--- src/eiwk_pkg.sv ---
// Package for the external interrupt and wake-up block.
// Assumes a single 200 MHz clock domain with synchronous active-high reset.
package eiwk_pkg;
    localparam logic [15:0] VEC_EXT_IRQ  = 16'h203C;
    localparam logic [15:0] VEC_NMI      = 16'h203E;
    localparam int          CLK_PERIOD_NS = 5;
    localparam int          STATE_TIME_NS = 125;
    localparam int          STATE_CYC     = (STATE_TIME_NS + CLK_PERIOD_NS - 1) / CLK_PERIOD_NS;
    localparam logic [1:0]  SYNC_RST      = 2'h0;

    typedef enum logic [1:0] {
        EIWK_RUN,
        EIWK_IDLE,
        EIWK_PDOWN
    } eiwk_mode_t;

    // Trigger configuration from the waveform protection register
    typedef struct packed {
        logic edge_mode;   // 1: edge triggered, 0: level sampled
        logic active_high; // 1: rising edge / high level
    } eiwk_trig_t;

    typedef struct packed {
        logic        req;
        logic [15:0] vector;
    } eiwk_vec_t;
endpackage

--- src/eiwk_top.sv ---
// External interrupt / nonmaskable interrupt qualification and wake-up.
// Assumes the CPU core acknowledges a vector request and signals idle/powerdown entry.
`timescale 1ns/10ps
module eiwk_top (
    input  wire logic               CLK,          // 200 MHz clock
    input  wire logic               RST,          // Synchronous reset, high
    input  wire logic               EXT_IRQ_PIN,  // External interrupt pin
    input  wire logic               NMI_PIN,      // Nonmaskable interrupt pin
    input  wire eiwk_pkg::eiwk_trig_t TRIG_CFG,   // Trigger setup from protection register
    input  wire logic               EXT_IRQ_EN,   // External interrupt enabled
    input  wire logic               ENTER_IDLE,   // Pulse: idle entered
    input  wire logic               ENTER_PDOWN,  // Pulse: powerdown entered
    input  wire logic               VEC_ACK,      // Core fetched the vector
    output eiwk_pkg::eiwk_vec_t     VEC_REQ,      // Pending vector request
    output logic                    WAKE,         // Pulse: back to normal mode
    output eiwk_pkg::eiwk_mode_t    MODE          // Current power mode
);
    logic [1:0] ext_sync_r;
    logic [1:0] nmi_sync_r;
    logic       ext_prev_r;
    logic       nmi_prev_r;
    logic       ext_pend_r;
    logic       nmi_pend_r;
    logic       wake_r;
    eiwk_pkg::eiwk_mode_t mode_r;
    eiwk_pkg::eiwk_mode_t mode_nxt;
    eiwk_pkg::eiwk_vec_t  vec_r;
    eiwk_pkg::eiwk_vec_t  vec_nxt;

    // Fold the configured polarity so that 1 always means active
    function automatic logic act_lvl(input logic raw, input logic active_high);
        act_lvl = active_high ? raw : ~raw;
    endfunction

    wire ext_s     = ext_sync_r[1];
    wire nmi_s     = nmi_sync_r[1];
    wire ext_lvl   = act_lvl(ext_s, TRIG_CFG.active_high);
    wire ext_prv   = act_lvl(ext_prev_r, TRIG_CFG.active_high);
    wire ext_valid = TRIG_CFG.edge_mode ? (ext_lvl & ~ext_prv) : ext_lvl;
    wire nmi_rise  = nmi_s & ~nmi_prev_r;
    wire ext_take  = ext_valid & EXT_IRQ_EN;
    wire ext_wake  = (mode_r == eiwk_pkg::EIWK_IDLE) ? ext_take : ext_valid;
    wire nmi_wake  = (mode_r == eiwk_pkg::EIWK_IDLE) & nmi_rise;
    wire do_wake   = (mode_r != eiwk_pkg::EIWK_RUN) & (ext_wake | nmi_wake);

    // Modes
    always_comb begin
        mode_nxt = mode_r;
        case (mode_r)
            eiwk_pkg::EIWK_RUN: begin
                if (ENTER_PDOWN) begin
                    mode_nxt = eiwk_pkg::EIWK_PDOWN;
                end else if (ENTER_IDLE) begin
                    mode_nxt = eiwk_pkg::EIWK_IDLE;
                end
            end
            default: begin
                if (do_wake) begin
                    mode_nxt = eiwk_pkg::EIWK_RUN;
                end
            end
        endcase
    end

    // Vector request: nonmaskable first, held until acknowledged
    always_comb begin
        vec_nxt = vec_r;
        if (VEC_ACK & vec_r.req) begin
            vec_nxt.req = 1'b0;
        end else if (!vec_r.req) begin
            if (nmi_pend_r) begin
                vec_nxt.req    = 1'b1;
                vec_nxt.vector = eiwk_pkg::VEC_NMI;
            end else if (ext_pend_r) begin
                vec_nxt.req    = 1'b1;
                vec_nxt.vector = eiwk_pkg::VEC_EXT_IRQ;
            end
        end
    end

    wire load_nmi = !vec_r.req & nmi_pend_r;
    wire load_ext = !vec_r.req & !nmi_pend_r & ext_pend_r;

    always_ff @(posedge CLK) begin
        if (RST) begin
            ext_sync_r <= eiwk_pkg::SYNC_RST;
            nmi_sync_r <= eiwk_pkg::SYNC_RST;
            ext_prev_r <= 1'b0;
            nmi_prev_r <= 1'b0;
            ext_pend_r <= 1'b0;
            nmi_pend_r <= 1'b0;
            wake_r     <= 1'b0;
            mode_r     <= eiwk_pkg::EIWK_RUN;
            vec_r      <= '0;
        end else begin
            ext_sync_r <= {ext_sync_r[0], EXT_IRQ_PIN};
            nmi_sync_r <= {nmi_sync_r[0], NMI_PIN};
            ext_prev_r <= ext_s;
            nmi_prev_r <= nmi_s;
            // A new event in the load cycle wins over the clear
            ext_pend_r <= ext_take | (ext_pend_r & ~load_ext);
            nmi_pend_r <= nmi_rise | (nmi_pend_r & ~load_nmi);
            wake_r     <= do_wake;
            mode_r     <= mode_nxt;
            vec_r      <= vec_nxt;
        end
    end

    assign VEC_REQ = vec_r;
    assign WAKE    = wake_r;
    assign MODE    = mode_r;

    // Wake-up from the low-power modes
    a_pdown_no_nmi: assert property (@(posedge CLK) disable iff (RST)
        (mode_r == eiwk_pkg::EIWK_PDOWN && !ext_valid)
        |=> mode_r == eiwk_pkg::EIWK_PDOWN)
        else $error("Powerdown left without external interrupt");

    a_idle_wake_ext: assert property (@(posedge CLK) disable iff (RST)
        (mode_r == eiwk_pkg::EIWK_IDLE && ext_take)
        |=> (mode_r == eiwk_pkg::EIWK_RUN && wake_r))
        else $error("Idle not left on enabled interrupt");

    a_idle_masked: assert property (@(posedge CLK) disable iff (RST)
        (mode_r == eiwk_pkg::EIWK_IDLE && !ext_take && !nmi_rise)
        |=> mode_r == eiwk_pkg::EIWK_IDLE)
        else $error("Idle left without an enabled request");

    a_pdown_wake_ext: assert property (@(posedge CLK) disable iff (RST)
        (mode_r == eiwk_pkg::EIWK_PDOWN && ext_valid)
        |=> mode_r == eiwk_pkg::EIWK_RUN)
        else $error("Powerdown not left on valid interrupt");

    a_idle_wake_nmi: assert property (@(posedge CLK) disable iff (RST)
        (mode_r == eiwk_pkg::EIWK_IDLE && nmi_rise)
        |=> mode_r == eiwk_pkg::EIWK_RUN)
        else $error("Idle not left on nonmaskable edge");

    a_pdown_nmi_queue: assert property (@(posedge CLK) disable iff (RST)
        (mode_r == eiwk_pkg::EIWK_PDOWN && nmi_rise)
        |=> nmi_pend_r)
        else $error("Nonmaskable edge in powerdown not queued");

    a_wake_pulse: assert property (@(posedge CLK) disable iff (RST)
        wake_r
        |=> !wake_r)
        else $error("Wake pulse longer than one cycle");

    a_wake_to_run: assert property (@(posedge CLK) disable iff (RST)
        wake_r
        |-> mode_r == eiwk_pkg::EIWK_RUN)
        else $error("Wake pulse outside normal mode");

    // Mode entry from the core
    a_idle_entry: assert property (@(posedge CLK) disable iff (RST)
        (mode_r == eiwk_pkg::EIWK_RUN && ENTER_IDLE && !ENTER_PDOWN)
        |=> mode_r == eiwk_pkg::EIWK_IDLE)
        else $error("Idle not entered");

    a_pdown_entry: assert property (@(posedge CLK) disable iff (RST)
        (mode_r == eiwk_pkg::EIWK_RUN && ENTER_PDOWN)
        |=> mode_r == eiwk_pkg::EIWK_PDOWN)
        else $error("Powerdown not entered");

    // Vectoring
    a_nmi_vector: assert property (@(posedge CLK) disable iff (RST)
        (nmi_rise && !vec_r.req && !nmi_pend_r && !ext_pend_r)
        |=> ##1 (vec_r.req && vec_r.vector == eiwk_pkg::VEC_NMI))
        else $error("Nonmaskable edge not vectored");

    a_nmi_pend_run: assert property (@(posedge CLK) disable iff (RST)
        (mode_r == eiwk_pkg::EIWK_RUN && nmi_rise)
        |=> nmi_pend_r)
        else $error("Nonmaskable edge not queued");

    a_ext_vector: assert property (@(posedge CLK) disable iff (RST)
        ($rose(vec_r.req) && !$past(nmi_pend_r))
        |-> vec_r.vector == eiwk_pkg::VEC_EXT_IRQ)
        else $error("Bad external vector");

    a_ext_pend: assert property (@(posedge CLK) disable iff (RST)
        ext_take
        |=> ext_pend_r)
        else $error("Enabled interrupt not queued");

    a_no_spurious: assert property (@(posedge CLK) disable iff (RST)
        (!ext_pend_r && !ext_take)
        |=> !ext_pend_r)
        else $error("External request queued without cause");

    a_ack_clears: assert property (@(posedge CLK) disable iff (RST)
        (vec_r.req && VEC_ACK)
        |=> !vec_r.req)
        else $error("Request not cleared by acknowledge");

    a_req_hold: assert property (@(posedge CLK) disable iff (RST)
        (vec_r.req && !VEC_ACK)
        |=> (vec_r.req && $stable(vec_r.vector)))
        else $error("Vector request dropped early");

    // Input qualification
    a_sync_delay: assert property (@(posedge CLK) disable iff (RST)
        $rose(NMI_PIN) ##1 NMI_PIN ##1 NMI_PIN
        |-> nmi_s)
        else $error("Pin not synchronised in two stages");

    a_edge_cfg: assert property (@(posedge CLK) disable iff (RST)
        (TRIG_CFG.edge_mode && ext_s == ext_prev_r)
        |-> !ext_valid)
        else $error("Edge mode fired without edge");

    // Main scenarios
    c_idle_nmi:  cover property (@(posedge CLK) mode_r == eiwk_pkg::EIWK_IDLE ##1 nmi_wake ##1 wake_r);
    c_pdown_ext: cover property (@(posedge CLK) mode_r == eiwk_pkg::EIWK_PDOWN ##1 ext_wake ##1 wake_r);
    c_ext_ack:   cover property (@(posedge CLK) vec_r.req && vec_r.vector == eiwk_pkg::VEC_EXT_IRQ && VEC_ACK);
    c_nmi_ack:   cover property (@(posedge CLK) vec_r.req && vec_r.vector == eiwk_pkg::VEC_NMI && VEC_ACK);
    c_level_ext: cover property (@(posedge CLK) !TRIG_CFG.edge_mode && ext_take);
endmodule

--- config.mk ---
export PLATFORM = sky130hd
export DESIGN_NAME = eiwk_top
export DESIGN_NICKNAME = d
export VERILOG_FILES = /design/src/eiwk_pkg.sv /design/src/eiwk_top.sv
export SDC_FILE = /design/constraint.sdc
export NUM_CORES = 1
export LEC_CHECK = 0
export BUFFER_PORTS_ARGS = -buffer_cell sky130_fd_sc_hd__buf_2
export CAP_MARGIN = 20
export CORE_MARGIN = 5
export CORE_UTILIZATION = 40
export CTS_CLUSTER_SIZE = 12
export DETAILED_ROUTE_END_ITERATION = 6
export GPL_TIMING_DRIVEN = 0
export PLACE_DENSITY = 0.71
export SYNTH_ARGS = -nofsm -noshare
export SYNTH_HDL_FRONTEND = slang
export SYNTH_SLANG_ARGS = --single-unit
--- constraint.sdc ---
create_clock -name CLK -period 1.89 [get_ports CLK]
set_clock_uncertainty 0.15 [all_clocks]
set_input_delay 0.189 -clock CLK [delete_from_list [all_inputs] [get_ports CLK]]
set_output_delay 0.189 -clock CLK [all_outputs]
set_load 0.1 [all_outputs]
## Word-level counts from Yosys, hierarchy flattened

Index checks and enable logic that the tools add are counted.

| cells by class | value |
|---|---|
| equality and inequality tests | 2 |
| mux-type cells | 11 |
| bitwise logic cells | 22 |
| reduce and logical (&&, ||, !) cells | 9 |

Operators by type and width:

| kind | number |
|---|---|
| 17-bit two-way mux | 3 |
| 1-bit AND | 11 |
| 2-bit two-way mux | 4 |
| 1-bit inverter | 8 |
| 2-bit nonzero test | 3 |
| 1-bit two-way mux | 4 |
| 3-bit inequality test, second input constant | 1 |
| 1-bit bitwise OR | 3 |
| 3-bit AND reduction | 1 |
| 2-bit by 1-bit == test with 1-bit output, second input constant | 1 |
| 1-bit logical NOT | 2 |
| 2-bit logical NOT | 1 |
| 2-bit AND reduction | 1 |
| 2-bit OR reduction | 1 |

| word-level totals | value |
|---|---|
| register bits after elaboration | 28 |
| bits of input ports | 10 |
| output and inout bits | 20 |

## Longest topological paths before layout

Gate-level depths: netlist of the first run.

| logic depth | value |
|---|---|
| depth after elaboration | 11 |
| gate-level depth with buffers | 4 |

## Worst setup path before layout of the first run

Ideal clock, no wire load.

| timing | value |
|---|---|
| path kind | flip-flop to output port |
| from | register vec_r, in the netlist VEC_REQ[13] |
| to | output VEC_REQ[13] in the netlist's numbering |
| arrival | 1.428 ns |
| data required time | 1.551 ns |
| slack | 0.123 ns |
| stages on the path, launching flop included | 2 |
| buffers on the path | 1 |
| cell sequence | dfxtp_1 buf_4 |

RTL lines:

| element | RTL line | source |
|---|---|---|
| from (decl) | eiwk_top.sv:27 | `eiwk_pkg::eiwk_vec_t vec_r;` |
| from (signal assigned) | eiwk_top.sv:105 | `vec_r <= vec_nxt;` |
| to (decl) | eiwk_top.sv:14 | `output eiwk_pkg::eiwk_vec_t VEC_REQ,` |

No word-level cell between the ends.

==> reports/qor.yml, run 1 <==
power_and_ir_drop:
  p_comb_share_pct: 38.3
  switching_share_pct: 42.9
  power.share.clock_pct: 20.3
  power_leakage_nw: 0.422
  peakVddDrop_mv: 0.449
  power.density_nw_per_um2: 950
  p_int_uw: 450
  seq_power_share_pct: 41.4
  p_switching_uw: 338
detailed_routing:
  dr.pass1.iters: 4
  routed_wl_mm: 1.19
  vias: 520
  vias_per_cell: 4.26
  wire_per_inst_um: 9.76
  drc: 0
  initialDrtViolationCount: 2
  ant_nets: 0
global_route:
  grt_pass1_vias: 480
  grt_max_degree: 11
  grt.total_usage_pct: 10.1
  antenna_found_initial: 0
  grt_overflow: 0
  grt_pass1_wl_mm: 1.93
worst_setup_path:
  end_kind: "output pin"
  r2r_setup_slack_ns: 0.73
  r2r-end: "MODE[0]$_SDFFE_PP0P_"
  cp_max_fo: 6
  critical_path_class: "reg -> out"
  cp-start-kind: "flip-flop"
  r2r_cells: 4
  r2r-start: "ext_prev_r$_SDFF_PP0_"
  critPathRequiredTime_ns: 1.55
  cp.arrival_ns: 1.22
worst_hold_path:
  hold_class: "in -> reg"
  worstHoldPathCells: 3
  min_to: "MODE[1]$_SDFFE_PP0P_"
  min-delay-start: "ENTER_PDOWN"
clock_network:
  cts_setup_buffers: 0
  htree_levels: 1
  cts-resized-gates: 0
  clock_sinks: 14
  cts_hold_buf: 4
  clk_latency_ns: 0.28
  clockBufferDepth: 2
  cts.clk_slew.worst_paths_ns: 0.07
  numCtsBuffers: 3
  cts_tree: "built"
  root_buffer: "clkbuf_4"
logic_synthesis:
  ys_types: 20
  synth_area_um2: 618
  syn_inst: 71
  yosys_warnings: 0
  avgSynthCellArea_um2: 8.71
  ys_ff_latch: 14
  synth_edf_count: 0
  ys.flop_type: "dfxtp_1"
  yosysSeqAreaShare_pct: 45.3
  postSynth.asyncResetShare_pct: 0
timing:
  setup-violations-final: 0
  setup_ws_ns: 0.331
  hold_violations: 0
  period_share_pct: 82.5
  hold_slack_ns: 0.00187
  fin_crit_ns: 1.56
  grt_setup_unrepaired: "false"
  drv_slew: 0
  fin_tns_setup_ns: 0
  max_freq_ghz: 0.641
placement:
  dp.final_hpwl_um: 872
  dp.cells: 115
  place_congestion: 0.707
  pre_cts_ws_ns: 0.623
  port_buffers: 19
run_status:
  outcome: "finished clean"
floorplanning:
  core_um2: 1490
  initial_core_util_pct: 41.5
  die_area_um2: 2430
  fp.dieW_um: 49.3
  rows: 14
  ios: 30
  die_height_um: 49.3
finish:
  final_cells: 122
  layout-drive-gt1-share_pct: 34.9
  antennaDiodeCount: 0
  area_delta_synth_final_pct: 34.2
  utilization_pct: 55.7
  final_cell_mix: "buf_2, dfxtp_1, buf_4, nor2_1, conb_1"
  fin_nets: 118
  final_common_cell: "buf_2"
job:
  drv_cap: 0
[stage by stage]
step / cell area [um2] / total power, mW
6_report: 830 / 0.788
3_5_place_dp: 767 / 0.628
3_3_place_gp: 767 / 0.624
5_1_grt: 830 / 0.820
4_1_cts: 830 / 0.790
2_1_floorplan: 652 / 0.594
[cells in the mapped netlist (3+ instances only)]
cell,number,share of area [%]
a21oi_1,3,2.4
dfxtp_1,14,45
nor2b_1,6,6.1
o21ai_0,3,2.4
nand2_1,4,2.4
nor2_1,10,6.1
buf_4,14,17
nand2b_1,3,3.0
inv_1,3,1.8
[critical path, stage by stage (launching register included)]
cell and delay [ns]:
dfxtp_1 0.40, buf_4 0.13, buf_2 0.41
[worst max path at each step]
stage,end,from,cells past startpoint
floorplan,VEC_REQ[13],VEC_REQ[13]$_SDFFE_PP0P_,1
global placement,VEC_REQ[13],VEC_REQ[13]$_SDFFE_PP0P_,2
detailed placement,VEC_REQ[4],VEC_REQ[13]$_SDFFE_PP0P_,2
CTS,VEC_REQ[4],VEC_REQ[13]$_SDFFE_PP0P_,2
global route,VEC_REQ[5],VEC_REQ[13]$_SDFFE_PP0P_,2
finish,VEC_REQ[4],VEC_REQ[13]$_SDFFE_PP0P_,2
[power groups by stage]
stage                     combinational, mW  clock [mW]  sequential (mW)
after global routing                  0.313       0.176            0.330
after floorplan                       0.196           0            0.397
final                                 0.302       0.160            0.327
after detailed placement              0.295           0            0.333
after CTS                             0.302       0.162            0.327
after global placement                0.292           0            0.332
[routing by layer]
layer  track usage, %  share of wire, %
met4             5.38               2.1
met5                0                 0
met2             16.7                47
met1             10.8                38
met3             3.98                13
[cells by family after synthesis]
logic type,Yosys count,share of synthesized area (%)
simple gates,25,19.2
other cells,1,0.607
buf+inv,18,19.4
flops,14,45.3
compound gates,13,15.4
[registers in the layout, indices dropped and copies added, names as in the netlist]
| signal | flops |
|---|---|
| ext_prev_r | 1 |
| nmi_sync_r | 2 |
| WAKE | 1 |
| MODE | 2 |
| nmi_pend_r | 1 |
| ext_sync_r | 2 |
| nmi_prev_r | 1 |
| ext_pend_r | 1 |
| VEC_REQ | 3 |
[cell type report]
class	count	area [um2]
repair buffers	23	135
inverters	3	11.3
multi-input cells	48	251
clock buffers	3	22.5
well taps	16	20.0
flip-flops and latches	14	280
plain buffers	15	109
fillers	157	659
Note: power is estimated with default switching activity, not from simulation.
==> run 2: changes to the inputs <==
- CORE_UTILIZATION: 40 -> 39
- PLACE_DENSITY: 0.71 -> 0.72
- clock period: 1.89 -> 1.4 ns (I/O delays scaled with it)
==> reports/qor.yml, run 2 (synthesis gave the netlist of run 1 again) <==
run_status:
  outcome: "finished clean"
worst_setup_path:
  critPathRequiredTime_ns: 1.11
  critical_path_class: "reg -> out"
  r2r-start: "ext_prev_r$_SDFF_PP0_"
  endpoint: "VEC_REQ[13]"
  cp_max_fo: 6
  end_kind: "output pin"
  r2r_cells: 4
  cp-start-kind: "flip-flop"
  cp.arrival_ns: 1.04
  critPathLaunch: "VEC_REQ[13]$_SDFFE_PP0P_"
  r2r-end: "MODE[0]$_SDFFE_PP0P_"
  r2r_setup_slack_ns: 0.23
detailed_routing:
  ant_nets: 0
  dr.pass1.iters: 2
  initialDrtViolationCount: 3
  routed_wl_mm: 1.14
  drc: 0
  wire_per_inst_um: 9.15
  vias: 539
  vias_per_cell: 4.31
floorplanning:
  ios: 30
  die_area_um2: 2480
  die_height_um: 49.8
  fp.dieW_um: 49.8
  rows: 14
  core_um2: 1510
  initial_core_util_pct: 41.0
timing:
  setup-violations-final: 0
  hold_slack_ns: 0.133
  grt_setup_unrepaired: "false"
  hold_violations: 0
  fin_tns_setup_ns: 0
  setup_ws_ns: 0.0713
  period_share_pct: 94.9
  fin_crit_ns: 1.33
  max_freq_ghz: 0.753
  drv_slew: 0
clock_network:
  cts_tree: "built"
  clock_sinks: 14
  root_buffer: "clkbuf_4"
  htree_levels: 1
  numCtsBuffers: 3
  cts.clk_slew.worst_paths_ns: 0.08
  clk_latency_ns: 0.28
  clockBufferDepth: 2
power_and_ir_drop:
  p_comb_share_pct: 36.7
  power_leakage_nw: 0.439
  seq_power_share_pct: 38.5
  power.share.clock_pct: 24.8
  power.density_nw_per_um2: 1290
  peakVddDrop_mv: 0.824
  p_switching_uw: 467
  p_int_uw: 683
  switching_share_pct: 40.6
finish:
  layout-drive-gt1-share_pct: 39.4
  area_delta_synth_final_pct: 43.9
  final_common_cell: "buf_4"
  finalInstanceArea_um2: 890
  largest_reg_flops: 3
  antennaDiodeCount: 0
  fin_nets: 120
  final_cell_mix: "buf_4, buf_2, nor2_1, conb_1, dfxtp_1"
  utilization_pct: 59.1
placement:
  pre_cts_ws_ns: 0.236
  place_congestion: 0.720
  port_buffers: 19
  dp.final_hpwl_um: 873
  placed_area_um2: 773
job:
  drv_cap: 0
global_route:
  grt_pass1_wl_mm: 1.92
  antenna_found_initial: 0
  grt_overflow: 0
  grt_max_degree: 11
  grt_pass1_vias: 470
  grt.total_usage_pct: 10.2
worst_hold_path:
  hold_class: "in -> reg"
## run 2: cell types whose count changed in the layout (fill, tap and decap cells not counted), sizes merged
| cell | before | now |
|---|---|---|
| clkbuf | 4 | 6 |
| dlygate4sd3 | 4 | 6 |
| buf | 33 | 32 |
## run 2: power by group through the flow
stage	registers, mW	clock network [mW]	logic [mW]
after detailed placement	0.452	0	0.398
final	0.443	0.285	0.421
after global routing	0.448	0.315	0.440
after floorplan	0.540	0	0.264
after CTS	0.443	0.301	0.421
after global placement	0.451	0	0.394
## run 2: metal layers
layer,part of all wire [%],track usage [%],vias up
met5,0,0,-
met4,1.5,5.24,0
met3,12,5.12,3
met2,48,16.7,23
met1,38,10.5,228
li1,-,-,285
## run 2: worst max-delay path, stage by stage (launching register included)
cell	delay, ns
dfxtp_2	0.37
buf_4	0.11
buf_4	0.27
## run 2: stage by stage
step                total power [mW]  std cells
floorplan                      0.804         80
global placement               0.846        115
detailed placement             0.850        115
CTS                             1.16        125
global route                    1.20        125
finish                          1.15        125
## run 2: repair_timing
item / CTS / global route
hold endpoints to repair: 8 / 0
buffers inserted: 0 / 0
resized for setup: 7 / 1
pin swaps: 0 / 0
setup endpoints to repair: 7 / 1
hold buffers: 6 / 0
## run 2: cell type report
| class | count | area [um2] |
|---|---|---|
| well taps | 16 | 20.0 |
| fillers | 146 | 617 |
| clock buffers | 4 | 36.3 |
| flip-flops and latches | 14 | 287 |
| repair buffers | 25 | 175 |
| plain buffers | 15 | 109 |
| inverters | 3 | 11.3 |
| multi-input cells | 48 | 251 |
## run 2: worst min path at each step
stage                           from                endpoint  slack, ns  cells after the start
after floorplan                  RST   ext_prev_r$_SDFF_PP0_       0.06                      1
after global placement       VEC_ACK  VEC_REQ[16]$_SDFF_PP0_       0.18                      2
after detailed placement     VEC_ACK  VEC_REQ[16]$_SDFF_PP0_       0.18                      2
after CTS                 ENTER_IDLE    MODE[0]$_SDFFE_PP0P_       0.13                      4
after global routing      ENTER_IDLE    MODE[0]$_SDFFE_PP0P_       0.16                      4
final                     ENTER_IDLE    MODE[0]$_SDFFE_PP0P_       0.13                      4
